===== config.mk =====
export PLATFORM = sky130hd
export DESIGN_NAME = psw_device_flat
export DESIGN_NICKNAME = d
export VERILOG_FILES = /design/src/pkg/psw_pkg.sv /design/src/pkg/psw_if.sv /design/src/core/psw_chop.sv /design/src/core/psw_device.sv /design/src/flat_wrapper.sv
export SDC_FILE = /design/constraint.sdc
export NUM_CORES = 1
export LEC_CHECK = 0
export BUFFER_PORTS_ARGS = -buffer_cell sky130_fd_sc_hd__buf_4
export CORE_MARGIN = 5
export CORE_UTILIZATION = 30
export DETAILED_ROUTE_END_ITERATION = 6
export SLEW_MARGIN = 40
export SYNTH_ARGS = -nofsm -noshare
export SYNTH_HDL_FRONTEND = slang
export SYNTH_SLANG_ARGS = --single-unit
export TNS_END_PERCENT = 100

===== constraint.sdc =====
create_clock -name pclk -period 3.29 [get_ports pclk]
set_clock_uncertainty 0.05 [all_clocks]
set_input_delay 0.658 -clock pclk [delete_from_list [all_inputs] [get_ports pclk]]
set_output_delay 0.658 -clock pclk [all_outputs]
set_load 0.02 [all_outputs]

===== src/pkg/psw_pkg.sv =====
// Purpose: Shared constants and types for the serial power switch link.
// Assumes: One system clock pclk at 10 MHz.
// Notes:   Controller register offsets are byte addresses on APB.
package psw_pkg;
    localparam int        NCH        = 8;
    localparam int        RB_W       = 24;
    localparam int        CRC_W      = 6;
    localparam logic [6:0] CRC_POLY  = 7'h43;
    localparam logic [7:0] CFG_RESET = 8'h00;
    // Readback word field positions.
    localparam int        RB_OC_LSB  = 16;
    localparam int        RB_OS_LSB  = 8;
    localparam int        RB_TH_BIT  = 6;
    // Over-current chop: on 1 cycle of CHOP_PERIOD, about 2 percent.
    localparam logic [5:0] CHOP_PERIOD = 6'h32;
    // Controller link timing: half period of the shift clock in pclk cycles.
    localparam logic [3:0] HALF_DIV  = 4'h2;
    // Controller APB register offsets.
    localparam logic [7:0] OFF_CTRL  = 8'h00;
    localparam logic [7:0] OFF_DATA  = 8'h04;
    localparam logic [7:0] OFF_STAT  = 8'h08;
    localparam logic [7:0] OFF_RB    = 8'h0C;
    // Control register bit positions.
    localparam int        CTL_START  = 0;
    localparam int        CTL_CLEAR  = 1;
    localparam int        CTL_OE_N   = 2;

    function automatic logic [5:0] crc6(input logic [7:0] d);
        logic [13:0] v;
        v = {d, 6'h00};
        for (int i = 13; i >= 6; i--) begin
            if (v[i]) begin
                v[i -: 7] = v[i -: 7] ^ CRC_POLY;
            end
        end
        return v[5:0];
    endfunction
endpackage

===== src/pkg/psw_if.sv =====
// Purpose: Wires between controller and power switch device.
// Assumes: All pins sampled on pclk.
// Notes:   Clocks of the link are levels sampled on pclk.
`timescale 1ns/1ps
interface psw_if;
    logic shift_clock;
    logic latch_clock;
    logic clear_all_n;
    logic output_enable_n;
    logic serial_input;
    logic serial_output;
    modport device (input shift_clock, latch_clock, clear_all_n,
                    output_enable_n, serial_input, output serial_output);
    modport ctrl (output shift_clock, latch_clock, clear_all_n,
                  output_enable_n, serial_input, input serial_output);
endinterface


===== src/core/psw_chop.sv =====
// Purpose: Duty chopper for one over-current channel set.
// Assumes: Free-running on pclk.
// Notes:   Gate is high one cycle per chop period.
`timescale 1ns/1ps
module psw_chop (
    // System
    input  wire logic pclk,
    input  wire logic presetn,
    // Gate
    output logic      chop_on
);
    typedef struct packed {
        logic [5:0] cnt;
    } chop_st_t;
    chop_st_t st_r;
    chop_st_t st_nxt;

    always_comb begin
        st_nxt = st_r;
        if (st_r.cnt == psw_pkg::CHOP_PERIOD - 6'h01) begin
            st_nxt.cnt = 6'h00;
        end else begin
            st_nxt.cnt = st_r.cnt + 6'h01;
        end
    end

    always_ff @(posedge pclk or negedge presetn) begin
        if (!presetn) begin
            st_r <= '0;
        end else begin
            st_r <= st_nxt;
        end
    end

    assign chop_on = (st_r.cnt == 6'h00);
endmodule


===== src/core/psw_device.sv =====
// Purpose: Serial-in power switch device with fault readback and CRC.
// Assumes: Link pins are synchronous levels; edges detected on pclk.
// Notes:   Sense inputs model the analog comparators.
`timescale 1ns/1ps
module psw_device (
    // System
    input  wire logic        pclk,
    input  wire logic        presetn,
    // Link
    psw_if.device            lnk,
    // Analog sense
    input  wire logic [7:0]  over_current,
    input  wire logic [7:0]  under_current,
    input  wire logic        thermal_hot,
    // Sinks, one means sinking
    output logic      [7:0]  sink_output
);
    // ----------------------------------------------------------------
    // State
    // ----------------------------------------------------------------
    typedef struct packed {
        logic [7:0]  shift_reg;
        logic [7:0]  store_reg;
        logic [23:0] rb_reg;
        logic        rb_active;
        logic [7:0]  oc_flag;
        logic [7:0]  os_flag;
        logic        th_flag;
        logic        th_trip;
        logic        sck_q;
        logic        lck_q;
        logic        sout;
        logic [7:0]  sink;
    } dev_st_t;
    dev_st_t st_r;
    dev_st_t st_nxt;
    logic    chop_on;
    logic    [7:0] drive_w;

    // ----------------------------------------------------------------
    // Over-current chopper
    // ----------------------------------------------------------------
    // One shared gate paces every chopping channel at the same duty.
    psw_chop psw_chop_i (
        .pclk    (pclk),
        .presetn (presetn),
        .chop_on (chop_on)
    );

    // ----------------------------------------------------------------
    // Per-channel drive
    // ----------------------------------------------------------------
    // A flagged channel still over its limit conducts only while the gate is up.
    for (genvar g = 0; g < psw_pkg::NCH; g++) begin : g_drive
        assign drive_w[g] = st_r.store_reg[g]
                            & (~st_r.oc_flag[g] | ~over_current[g]
                               | chop_on);
    end

    // ----------------------------------------------------------------
    // Next state
    // ----------------------------------------------------------------
    always_comb begin
        logic       s_rise;
        logic       s_fall;
        logic       l_rise;
        s_rise = 1'b0;
        s_fall = 1'b0;
        l_rise = 1'b0;
        st_nxt = st_r;

        // ------------------------------------------------------------
        // Edge detection
        // ------------------------------------------------------------
        // Link pins are sampled once per pclk, so every edge is seen
        // one cycle after it happens on the pin.
        st_nxt.sck_q = lnk.shift_clock;
        st_nxt.lck_q = lnk.latch_clock;
        s_rise = lnk.shift_clock & ~st_r.sck_q;
        s_fall = ~lnk.shift_clock & st_r.sck_q;
        l_rise = lnk.latch_clock & ~st_r.lck_q;

        // ------------------------------------------------------------
        // Fault sensing
        // ------------------------------------------------------------
        // Thermal trip with hysteresis handled by the sense comparator.
        st_nxt.th_trip = thermal_hot;
        // A flag only sets while its channel is switched on.
        for (int i = 0; i < psw_pkg::NCH; i++) begin
            if (st_r.store_reg[i] && over_current[i]) begin
                st_nxt.oc_flag[i] = 1'b1;
            end
            if (st_r.store_reg[i] && under_current[i]) begin
                st_nxt.os_flag[i] = 1'b1;
            end
        end
        if (thermal_hot) begin
            st_nxt.th_flag = 1'b1;
        end

        // ------------------------------------------------------------
        // Shift and readback path
        // ------------------------------------------------------------
        if (s_rise) begin
            st_nxt.shift_reg = {st_r.shift_reg[6:0],
                                lnk.serial_input};
            st_nxt.rb_reg    = {st_r.rb_reg[22:0], 1'b0};
        end
        if (s_fall) begin
            // After the first latch the output carries the readback word;
            // before it, the shift register passes on for cascading.
            if (st_r.rb_active) begin
                st_nxt.sout = st_r.rb_reg[psw_pkg::RB_W-1];
            end else begin
                st_nxt.sout = st_r.shift_reg[7];
            end
        end

        // ------------------------------------------------------------
        // Latch
        // ------------------------------------------------------------
        if (l_rise) begin
            st_nxt.store_reg = st_r.shift_reg;
            // Flags are read out now; a new event this cycle stays set.
            st_nxt.rb_reg = {st_r.oc_flag, st_r.os_flag, 1'b0,
                             st_r.th_flag,
                             psw_pkg::crc6(st_r.shift_reg)};
            // The remainder covers the received byte only.
            st_nxt.rb_active = 1'b1;
            st_nxt.sout = st_r.oc_flag[7];
            st_nxt.oc_flag = over_current & st_r.store_reg;
            st_nxt.os_flag = under_current & st_r.store_reg;
            st_nxt.th_flag = thermal_hot;
        end

        // ------------------------------------------------------------
        // Output drive
        // ------------------------------------------------------------
        // The CRC is read combinationally; shift_reg itself is not touched.
        if (lnk.output_enable_n || st_r.th_trip) begin
            st_nxt.sink = 8'h00;
        end else begin
            st_nxt.sink = drive_w;
        end

        // ------------------------------------------------------------
        // Clear
        // ------------------------------------------------------------
        // Clear comes last so that it wins over every other update except sck_q, lck_q and th_trip.
        if (!lnk.clear_all_n) begin
            st_nxt.shift_reg = psw_pkg::CFG_RESET;
            st_nxt.store_reg = psw_pkg::CFG_RESET;
            st_nxt.rb_reg    = '0;
            st_nxt.rb_active = 1'b0;
            st_nxt.oc_flag   = 8'h00;
            st_nxt.os_flag   = 8'h00;
            st_nxt.th_flag   = 1'b0;
            st_nxt.sout      = 1'b0;
            st_nxt.sink      = 8'h00;
        end
    end

    // ----------------------------------------------------------------
    // State register
    // ----------------------------------------------------------------
    always_ff @(posedge pclk or negedge presetn) begin
        if (!presetn) begin
            st_r <= '0;
        end else begin
            st_r <= st_nxt;
        end
    end

    // ----------------------------------------------------------------
    // Pins
    // ----------------------------------------------------------------
    assign sink_output       = st_r.sink;
    assign lnk.serial_output = st_r.sout;
endmodule


===== src/flat_wrapper.sv =====
// flat-port wrapper written by rule: the top's interface ports become plain ports
module psw_device_flat 
  (pclk, presetn, over_current, under_current, thermal_hot, sink_output, lnk_shift_clock, lnk_latch_clock, lnk_clear_all_n, lnk_output_enable_n, lnk_serial_input, lnk_serial_output);
  psw_if lnk_i ();
  input  wire logic pclk;
  input  wire logic presetn;
  input  wire logic [7:0] over_current;
  input  wire logic [7:0] under_current;
  input  wire logic thermal_hot;
  output logic      [7:0] sink_output;
  input wire logic [$bits(lnk_i.shift_clock)-1:0] lnk_shift_clock;
  input wire logic [$bits(lnk_i.latch_clock)-1:0] lnk_latch_clock;
  input wire logic [$bits(lnk_i.clear_all_n)-1:0] lnk_clear_all_n;
  input wire logic [$bits(lnk_i.output_enable_n)-1:0] lnk_output_enable_n;
  input wire logic [$bits(lnk_i.serial_input)-1:0] lnk_serial_input;
  output wire logic [$bits(lnk_i.serial_output)-1:0] lnk_serial_output;
  assign lnk_i.shift_clock = lnk_shift_clock;
  assign lnk_i.latch_clock = lnk_latch_clock;
  assign lnk_i.clear_all_n = lnk_clear_all_n;
  assign lnk_i.output_enable_n = lnk_output_enable_n;
  assign lnk_i.serial_input = lnk_serial_input;
  assign lnk_serial_output = lnk_i.serial_output;
  psw_device u_core (.pclk(pclk), .presetn(presetn), .lnk(lnk_i), .over_current(over_current), .under_current(under_current), .thermal_hot(thermal_hot), .sink_output(sink_output));
endmodule

Yosys cells after proc, flatten, opt, wreduce, memory -nomap -nowiden --
Index checks and enable logic that the tools add are counted.
Word-level totals: register bits 76, bits of input ports 24, output and inout bits 9, logic and storage cells 166
Operators by class: add/sub/neg operators 1, equality and inequality tests 22, multiplexer cells 42, bitwise operators 56, reduce and logical (&&, ||, !) cells 18
Operators by type and width (count):
- 58-bit 2-to-1 mux | 1
- 3-bit by 1-bit != test with 1-bit output, second input constant | 18
- 50-bit 2-to-1 mux | 1
- 6-bit 2-to-1 mux | 8
- 24-bit 2-to-1 mux | 1
- 1-bit 2-to-1 mux | 20
- 1-bit inverter | 19
- 8-bit AND | 2
- 1-bit logical AND | 16
- 2-bit 2-to-1 mux | 8
- 8-bit 2-to-1 mux | 2
- 2-bit inverter | 8
- 1-bit bitwise OR | 16
- 1-bit AND | 11
- 9-bit 2-to-1 mux | 1
- 6-bit by 1-bit adder with 6-bit output, second input constant | 1
- 6-bit == test, second input constant | 1
- 6-bit logical NOT | 1
- 2-bit by 1-bit != test with 1-bit output, second input constant | 2
- 3-bit by 2-bit != test with 1-bit output, second input constant | 1
- 1-bit logical OR | 1

Depth between registers and ports, before layout --
Gate-level depths: netlist of run 1.
depth after elaboration 25, gate-level depth with buffers 6, gate-level depth less buffers 5

Cells and area by module --
From an unflattened synthesis of run 1, not the netlist that was laid out.
Unflattened totals: cells, all modules 348, area total of the unflattened synthesis 3563.4 sq um
Modules (own cells, without submodules):
- psw_device | instances 1, cells an instance 312, area an instance 3200.6 sq um, sequential area each 1751.7 sq um
- psw_chop | instances 1, cells an instance 36, area an instance 362.8 sq um, sequential area each 150.1 sq um

Worst setup path after synthesis of run 1 --
OpenSTA, ideal clock, no wires.
path type input to register, start point in lnk_latch_clock, end point reg u_core.st_r[19] (netlist name), setup time 132 ps, arrival 1307 ps, data required time 3108 ps, path slack 1802 ps, stages 6, buffers on the path 3, cell sequence nand2b_1 buf_2 buf_12 buf_4 a22oi_1 nor2_1
Between the ends: cells in the longest elaborated chain, start to end 3, elaborated cells between the ends (all ways) 4, classes of those cells eq/ne: 1; mux: 2; bitwise: 1
Ends and longest elaborated chain:
- start, declared | line flat_wrapper.sv:12 | input wire logic [$bits(lnk_i.latch_clock)-1:0] lnk_latch_clock;
- 1-bit AND (*) | line psw_device.sv:81 | l_rise = lnk.latch_clock & ~st_r.lck_q;
- 50-bit 2-to-1 mux | line psw_device.sv:122 | if (l_rise) begin
- 58-bit 2-to-1 mux | line psw_device.sv:150 | if (!lnk.clear_all_n) begin
- end signal, assigned | line psw_device.sv:170 | st_r <= st_nxt;
- end, declared | line psw_device.sv:35 | dev_st_t st_r;
Mark *: on every way between the ends. The rest lies on a longest branch, timed or not. The select of a mux whose other input is x is not followed. A chain may end at the register's enable or synchronous reset.

Worst setup path in the final report of run 1 --
start point in lnk_latch_clock, end point reg u_core.st_r[46] (netlist name)
The elaborated chain is that of the path after synthesis.

==> results of run 1 <==
[flip-flops by register name (all words and copies together) (netlist names)]
signal	count
u_core.psw_chop_i.st_r	6
u_core.lnk.serial_output	1
u_core.sink_output	8
u_core.st_r	61
[kinds of logic after synthesis]
family / synth area share (%)
AOI/OAI and AO/OA: 17.18
DFF: 54.19
muxes: 1.212
and+or+nand+nor: 17.43
adders and majority gates: 1.070
buffers and inverters: 5.597
xor gates and xnor gates: 3.316
[cells in the final DEF, fill, tap and decap left out, types with 3 or more instances in the layout]
master,n
a21oi_1,20
a22oi_1,16
a311oi_1,4
a311oi_2,17
a31oi_1,8
buf_4,36
clkbuf_16,9
clkinv_2,3
dfrtp_1,76
ha_1,3
nand2_1,88
nor2_1,42
nor2b_1,5
xnor2_1,4
[how the worst max path moves through the flow]
stage	from	to	slack (ps)
after floorplan	lnk_latch_clock	u_core.st_r[19]	1800
after detailed placement	lnk_latch_clock	u_core.st_r[46]	1220
after global routing	lnk_latch_clock	u_core.st_r[40]	1450
after global placement	lnk_latch_clock	u_core.st_r[42]	1250
after CTS	lnk_latch_clock	u_core.st_r[46]	1570
final	lnk_latch_clock	u_core.st_r[46]	1560
[worst max-delay path: stages]
cell	delay (ps)
buf_4	120
nand2b_2	500
buf_12	300
nor2_1	70
a311oi_2	250
[power groups by stage]
stage / sequential [mW] / combinational (mW) / clock [mW]
after global routing: 0.971 / 0.162 / 1.12
final: 0.968 / 0.145 / 1.06
after global placement: 0.985 / 0.144 / 0
after detailed placement: 0.985 / 0.146 / 0
after CTS: 0.968 / 0.147 / 1.09
after floorplan: 0.982 / 0.0855 / 0
[final cells by class]
type / count / area (um^2) / share of cell area [%]
flip-flops and latches: 76 / 1902 / 46.10
multi-input cells: 235 / 1414 / 34.27
repair buffers: 38 / 301.5 / 7.310
clock buffers: 11 / 242.7 / 5.884
well taps: 143 / 178.9 / 4.337
clock inverters: 5 / 75.07 / 1.820
inverters: 3 / 11.26 / 0.2730
[through the flow]
stage                     cell area, um^2  cells  utilization, %  power [mW]
final                                4125    511           35.97       2.171
after global routing                 4125    511           35.97       2.254
after CTS                            4125    511           35.97       2.201
after detailed placement             3807    495           33.20       1.131
after global placement               3804    495           33.17       1.130
after floorplan                      3510    344               -       1.067
[layer usage]
| metal | vias to the layer above | routed length [um] | GRT usage (%) | share of wire [%] |
|---|---|---|---|---|
| li1 | 1211 | - | - | - |
| met1 | 1237 | 3828 | 17.24 | 50 |
| met2 | 56 | 3368 | 15.54 | 44 |
| met3 | 7 | 374 | 3.200 | 4.9 |
| met4 | 0 | 89 | 4.301 | 1.2 |
| met5 | - | 0 | 0 | 0 |
==> results.toml, run 1 <==
[grt]
grt_max_degree = 77
grt_overflow_total = 0
first_global_vias = 2472
grt_use_total_pct = 11.47
antenna_found_initial = 0
grt_pass1_wl_um = 13030

[logic_synthesis]
netlist_area_um2 = 3510
synthFlopType = "dfrtp_1"
synth.area.top_cells = "dfrtp_1 (54%), nand2_1 (9.4%), a311oi_2 (7.3%)"
synth_most_common_cell = "nand2_1"
yosysSeqAreaShare_pct = 54.19
async_reset_ff_share_pct = 100.0
synth_nets = 371
post_synth.cell_area_avg_um2 = 10.20
synth_cell_type_count = 36
synth_top_cell_by_area = "dfrtp_1"
synth_cells = 344
synth.top_cell.area_share_pct = 54.19
ys_warn_count = 0
synth.top_cells.by_count = "nand2_1 (88), dfrtp_1 (76), nor2_1 (42)"
synth.ff_latch_count = 76
synth-edff-count = 0

[final_layout]
fillers = 1115
drive_gt1_share_pct = 20.92
nNetsFinal = 390
antenna_cells = 0
syn_to_final_growth_pct = 17.54

[floorplanning]
initial_core_util_pct = 30.61
die_y_um = 118.2
num_rows = 39
dieArea_um2 = 13960
core_area_um2 = 11470
die_w_um = 118.2
ios = 33

[clock_tree]
cts_buffer_depth = 2
post-cts-setup-buffers = 0
worstSkewPairLatency_ps = 330
cts-root-buf = "clkbuf_16"
clk_pin_slew_ps = 60
tritoncts = "done"
postCtsHoldBufs = 0
ctsHtreeMaxLevel = 3
cts_made_buffers = 9
clock-sinks = 76
ctsResizeCount = 0

[setup_path]
cp.required_ps = 3470
reg2reg_setup_slack_ps = 1590
path_class = "in2reg"
cp-end-kind = "flop"
path_max_fanout = 40
rr_startpoint = "u_core.st_r[9]"
worst_r2r_path_depth = 4
r2r-end = "u_core.st_r[46]"
crit_arrival_ps = 1920
critPathLaunchType = "primary input"

[drt]
routedWlPerCell_um = 14.99
drc = 0
drt-total-wl_um = 7661
viasPerCell = 4.914
vias = 2511
drtAntennaViolNets = 0
drt_iter0_drc = 177
dr.pass1.iters = 5

[pwr]
vdd_ir_drop_max_mv = 0.2567
p_sw_share_pct = 22.19
intPower_mw = 1.689
power.switching_uw = 481.8
pwr-share-clk_pct = 48.7
p_comb_share_pct = 6.7
p_per_area_nw_per_um2 = 526.2
power_frac_seq_pct = 44.6
leakagePower_nw = 1.791

[sta]
fin_crit_ps = 1734
hold_slack_ps = 308.8
setup_tns_ps = 0
rsz0062_at_grt = "no"
fin_ws_ps = 1556
drv_slew = 0
timing_hold_violations_final = 0
fmax_mhz = 576.8
slew_headroom_pct = 51.16
final.period_utilization_pct = 52.69
tightestPinTransition_ps = 731.5
setup_viol = 0

[place]
hpwl_um = 4770
numPortBuffers = 32
dpl_worst_slack_ps = 1220
gp_congestion = 0.7400

[run_status]
status = "finished clean"

[flow_run]
drv_cap = 0

[min_path]
hp-class = "in2async"
Power figures use the tool's default switching activity.
==> run 2: changes to the inputs <==
--- a/config.mk
+++ b/config.mk
@@ -5,6 +5,7 @@
 export SDC_FILE = /design/constraint.sdc
 export NUM_CORES = 1
 export LEC_CHECK = 0
+export ABC_AREA = 1
 export BUFFER_PORTS_ARGS = -buffer_cell sky130_fd_sc_hd__buf_4
 export CORE_MARGIN = 5
 export CORE_UTILIZATION = 30
==> constraint.sdc (replaced) <==
create_clock -name pclk -period 1.7 [get_ports pclk]
set_clock_uncertainty 0.05 [all_clocks]
set_input_delay 0.34 -clock pclk [delete_from_list [all_inputs] [get_ports pclk]]
set_output_delay 0.34 -clock pclk [all_outputs]
set_load 0.02 [all_outputs]
==> run 2 against run 1 <==
- global-route usage is 0.098 points lower
- final area is 0.15% higher
- cell count is 12% higher
- non-clock buffer count is 4 higher
- first-iteration DRC count is 45% higher
- combinational power is 77% higher
- clock power is 80% higher
- largest cell class unchanged
- largest power group unchanged
==> results.toml, run 2 <==
[grt]
first_global_vias = 2602
grt_max_degree = 77
grt_overflow_total = 0
antenna_found_initial = 0
grt_pass1_wl_um = 12890
grt_use_total_pct = 11.37

[drt]
drt_iter0_drc = 257
drtAntennaViolNets = 0
drc = 0
viasPerCell = 4.572
routedWlPerCell_um = 13.14
vias = 2615
dr.pass1.iters = 4
drt-total-wl_um = 7516

[setup_path]
rr_startpoint = "u_core.psw_chop_i.st_r[2]"
path_max_fanout = 8
crit_start = "u_core.psw_chop_i.st_r[2]"
crit_arrival_ps = 1650
critPathLaunchType = "flop"
path_class = "reg2reg"
cp-end-kind = "flop"
cp.required_ps = 1890

[sta]
timing_hold_violations_final = 0
fin_crit_ps = 1453
final.period_utilization_pct = 85.45
slew_headroom_pct = 72.98
setup_tns_ps = 0
setup_viol = 0
tightestPinTransition_ps = 405.3
rsz0062_at_grt = "no"
fin_ws_ps = 247.4
drv_slew = 0
fmax_mhz = 688.4

[clock_tree]
ctsHtreeMaxLevel = 3
cts_buffer_depth = 2
post-cts-setup-buffers = 0
worstSkewPairLatency_ps = 330
cts_made_buffers = 9
tritoncts = "done"
clk_pin_slew_ps = 60
clock-sinks = 76
cts-root-buf = "clkbuf_16"

[place]
numPortBuffers = 32
gp_congestion = 0.8225
dpl_worst_slack_ps = 105.7
hpwl_um = 5311
placed_cells = 555

[logic_synthesis]
synth-edff-count = 0
synth_top_cell_by_area = "dfrtp_1"
synth.area.top_cells = "dfrtp_1 (55%), nand2_1 (8.8%), o21ai_0 (6.2%)"
synth_nets = 421
synth_cells = 394
post_synth.cell_area_avg_um2 = 8.787
synth.ff_latch_count = 76
synth.top_cell.area_share_pct = 54.93
synth_most_common_cell = "nand2_1"
async_reset_ff_share_pct = 100.0
netlist_area_um2 = 3462
synth_cell_type_count = 29
synth.top_cells.by_count = "nand2_1 (81), dfrtp_1 (76), inv_1 (56)"
ys_warn_count = 0
synthFlopType = "dfrtp_1"
yosysSeqAreaShare_pct = 54.93

[floorplanning]
die_y_um = 117.4
ios = 33
dieArea_um2 = 13790
core_area_um2 = 11370
die_w_um = 117.4
initial_core_util_pct = 30.45
num_rows = 39

[flow_run]
drv_cap = 0

[final_layout]
syn_to_final_growth_pct = 19.33
nNetsFinal = 451
antenna_cells = 0
top_register = "u_core.st_r"
largest_reg_flops = 61
layout_commonest_cell = "nand2_1"
fin_cells = 572
drive_gt1_share_pct = 15.38
layout_common_cells = "nand2_1 (81), dfrtp_1 (76), inv_1 (56)"

[min_path]
hp-class = "in2reg"
min_from = "lnk_latch_clock"

[run_status]
status = "finished clean"

[pwr]
leakagePower_nw = 1.940
vdd_ir_drop_max_mv = 0.4479
p_per_area_nw_per_um2 = 972.9
## run 2: cell types whose count changed after synthesis, sizes merged, moves of 5 or more
| cell | before | now |
|---|---|---|
| nor2b | 5 | 0 |
| o21ai | 2 | 53 |
| inv | 3 | 59 |
| nand3 | 2 | 34 |
| a21oi | 20 | 7 |
| buf | 28 | 20 |
| a311oi | 21 | 0 |
| nor2 | 42 | 18 |
| a22oi | 16 | 0 |
| o22ai | 0 | 18 |
## run 2: kinds of logic (layout without fill, tap and decap cells)
group / after synthesis / count (layout) / synth area share [%]
compound gates: 90 / 90 / 14.49
xor+xnor: 4 / 4 / 1.012
fa+ha+maj: 3 / 3 / 1.084
buf+inv: 82 / 117 / 10.99
flops: 76 / 76 / 54.93
simple gates: 139 / 139 / 17.49
## run 2: repair_timing
item,in CTS,in global routing
gates resized for setup,0,2
hold endpoints to repair,37,0
hold buffers,1,0
endpoints found under the setup margin,0,1
## run 2: layout make-up
type | count | area [um^2]
clock buffer | 11 | 242.7
clock inverter | 5 | 61.31
fill | 1170 | 7238
inverter | 59 | 224.0
multi-input combinational | 236 | 1180
sequential | 76 | 1902
tap | 143 | 178.9
timing repair buffer | 42 | 342.8
## run 2: through the flow
step	power [mW]	util [%]	hold WS (ps)	instance area (um^2)
detailed placement	2.145	33.55	342.9	3815
finish	4.020	36.34	75.50	4131
CTS	4.069	36.32	70.00	4129
global route	4.176	36.34	69.65	4131
global placement	2.143	33.55	345.0	3815
floorplan	2.014	-	-5.591	3462
## run 2: worst paths after layout
path,to,slack (ps),depth (start not counted)
setup / recovery,u_core.sink_output[7],250,4
hold / removal,u_core.st_r[9],80,1
setup reg to reg,u_core.sink_output[7],250,4
hold reg to reg,u_core.sink_output[4],410,1
max in group asynchronous,u_core.st_r[63],770,3
min in group asynchronous,u_core.psw_chop_i.st_r[3],500,3
## run 2: worst max-delay path: stages, from the launching register on
cell and delay, ps:
dfrtp_1 410, or2_1 270, nor2_1 90, nand3_1 270
a31oi_1 270
## run 2: layer usage
metal | share of wire, % | GRT usage, % | vias to the layer above | wire (um)
met4 | 1.6 | 3.481 | 0 | 117
met1 | 48 | 15.71 | 1205 | 3624
met5 | 0 | 0 | - | 0
met3 | 5.3 | 3.369 | 13 | 397
li1 | - | - | 1334 | -
met2 | 45 | 17.19 | 63 | 3377
## run 2: power breakdown
part	switching (mW)	internal, mW	total (mW)
combinational	0.164	0.0932	0.257
sequential	0.0152	1.84	1.85
clock	0.731	1.18	1.91
total	0.910	3.11	4.02
==> run 3: changes to the inputs <==
==> constraint.sdc (replaced) <==
create_clock -name pclk -period 1.5 [get_ports pclk]
set_clock_uncertainty 0.05 [all_clocks]
set_input_delay 0.3 -clock pclk [delete_from_list [all_inputs] [get_ports pclk]]
set_output_delay 0.3 -clock pclk [all_outputs]
set_load 0.02 [all_outputs]
==> run 3 against run 2 <==
- setup slack lost 120 ps
- non-clock buffer count grew 3
- die area is the same
- via count grew 1.8%
- critical path type unchanged
- utilization grew 0.48 points
- largest cell class unchanged
- total power grew 15%
- combinational power grew 21%
- clock power grew 16%
- critical path depth is the same
- sequential share of layout area shrank 0.61 points
- largest power group unchanged
==> results.toml, run 3 (synthesis results as in run 2) <==
[clock_tree]
clock-sinks = 76
cts-root-buf = "clkbuf_16"
tritoncts = "done"
worstSkewPairLatency_ps = 330
cts_buffer_depth = 2
ctsHtreeMaxLevel = 3
clk_pin_slew_ps = 60
cts_made_buffers = 9

[setup_path]
critPathLaunchType = "flop"
cp_num_buf_inv = 0
rr_startpoint = "u_core.psw_chop_i.st_r[2]"
cp.required_ps = 1690
crit_arrival_ps = 1570
worst_r2r_path_depth = 4
slowest_stage = "dfrtp_1"
r2r-end = "u_core.sink_output[7]"
crit_path_max_incr_delay_ps = 410
path_max_fanout = 8
cp_cell_sequence = "or2_1 -> nor2_1 -> nand3_2 -> a31oi_2"
reg2reg_setup_slack_ps = 120
path_class = "reg2reg"
cp-end-kind = "flop"
path_delay_family = "simple AND/OR/NAND/NOR gates"

[grt]
grt_max_degree = 77
grt_overflow_total = 0
grt_use_total_pct = 11.86
first_global_vias = 2734
antenna_found_initial = 0
grt_pass1_wl_um = 13430

[drt]
drc = 0
vias = 2662
drt_iter0_drc = 164
drt-total-wl_um = 7825
viasPerCell = 4.630
routedWlPerCell_um = 13.61
dr.pass1.iters = 4
drtAntennaViolNets = 0

[sta]
drv_slew = 0
final.period_utilization_pct = 91.69
timing_hold_violations_final = 0
slew_headroom_pct = 72.86
setup_viol = 0
fin_ws_ps = 124.6
tightestPinTransition_ps = 407.1
fmax_mhz = 727.1
fin_crit_ps = 1375
rsz0062_at_grt = "no"
setup_tns_ps = 0

[floorplanning]
core_area_um2 = 11370
ios = 33
die_y_um = 117.4
num_rows = 39
dieArea_um2 = 13790
die_w_um = 117.4
initial_core_util_pct = 30.45

[final_layout]
nNetsFinal = 454
seq_area_um2 = 1902
largest_reg_flops = 61
syn_to_final_growth_pct = 20.93
multi_input_area_um2 = 1191
layout_commonest_cell = "nand2_1"
drive_gt1_share_pct = 16.44
top_register = "u_core.st_r"
fillers = 1150
layout_common_cells = "nand2_1 (81), dfrtp_1 (76), inv_1 (56)"
fin_cells = 575
antenna_cells = 0

[min_path]
holdPathStages = 1
whs_endpoint = "u_core.st_r[9]"
min_from = "lnk_latch_clock"
hp-class = "in2reg"

[run_status]
status = "finished clean"

[place]
hpwl_um = 5658
numPortBuffers = 32
gp_congestion = 0.8431
placed_cells = 558
dpl_worst_slack_ps = 6.361

[pwr]
p_per_area_nw_per_um2 = 1103
leakagePower_nw = 1.972
vdd_ir_drop_max_mv = 0.4976

[flow_run]
drv_cap = 0
run 3: cell count changes in the layout (fill, tap and decap cells not counted):
cell,delta
buf_12,+2
clkinvlp_4,-2
nand3_2,+1
a31oi_1,-1
a31oi_2,+1
inv_6,+1
inv_2,+1
inv_4,-1
clkinv_2,+1
nand3_1,-1
buf_4,+1
run 3: layout make-up:
type	instances	area share (%)
sequential	76	45.43
inverter	59	5.290
timing repair buffer	45	9.325
clock buffer	11	5.798
clock inverter	5	1.435
tap	143	4.274
multi-input combinational	236	28.45
run 3: worst max-delay path by stage:
stage / start / to / slack, ps / cells past startpoint
after floorplan: u_core.st_r[9] / u_core.st_r[43] / 240 / 7
after global placement: u_core.psw_chop_i.st_r[2] / u_core.sink_output[7] / 20 / 4
after detailed placement: u_core.psw_chop_i.st_r[2] / u_core.sink_output[7] / 6 / 4
after CTS: u_core.psw_chop_i.st_r[2] / u_core.sink_output[7] / 100 / 4
after global routing: u_core.psw_chop_i.st_r[2] / u_core.sink_output[6] / 6 / 4
final: u_core.psw_chop_i.st_r[2] / u_core.sink_output[7] / 120 / 4
run 3: what timing repair did:
item                                    CTS  global route
endpoints found under the setup margin    1             1
hold buffers                              1             0
gates resized for setup                   1             1
setup buffers                             0             0
hold endpoints to repair                 76             0
cloned                                    0             0
run 3: worst register-to-register path: cells and delay by family, from the launching register on:
| kind | cells | cell delay [ps] |
|---|---|---|
| simple gates | 3 | 590 |
| flops | 1 | 410 |
| compound gates | 1 | 230 |
run 3: through the flow:
| stage | power (mW) | util, % | hold slack [ps] | instance area (um^2) |
|---|---|---|---|---|
| after floorplan | 2.283 | - | -45.59 | 3462 |
| final | 4.618 | 36.82 | 32.74 | 4187 |
| after CTS | 4.667 | 36.77 | 25.45 | 4180 |
| after global routing | 4.794 | 36.82 | 20.00 | 4187 |
| after detailed placement | 2.452 | 33.97 | 307.8 | 3862 |
| after global placement | 2.448 | 33.97 | 303.0 | 3862 |
run 3: metal layers:
layer | global-route usage [%] | share of wire (%)
met5 | 0 | 0
met4 | 2.973 | 1.0
met3 | 4.090 | 4.3
met2 | 18.14 | 45
met1 | 16.10 | 49
run 3: power breakdown:
part | internal, mW | switching, mW
Clock | 1.34 | 0.866
Sequential | 2.08 | 0.0186
Combinational | 0.121 | 0.190
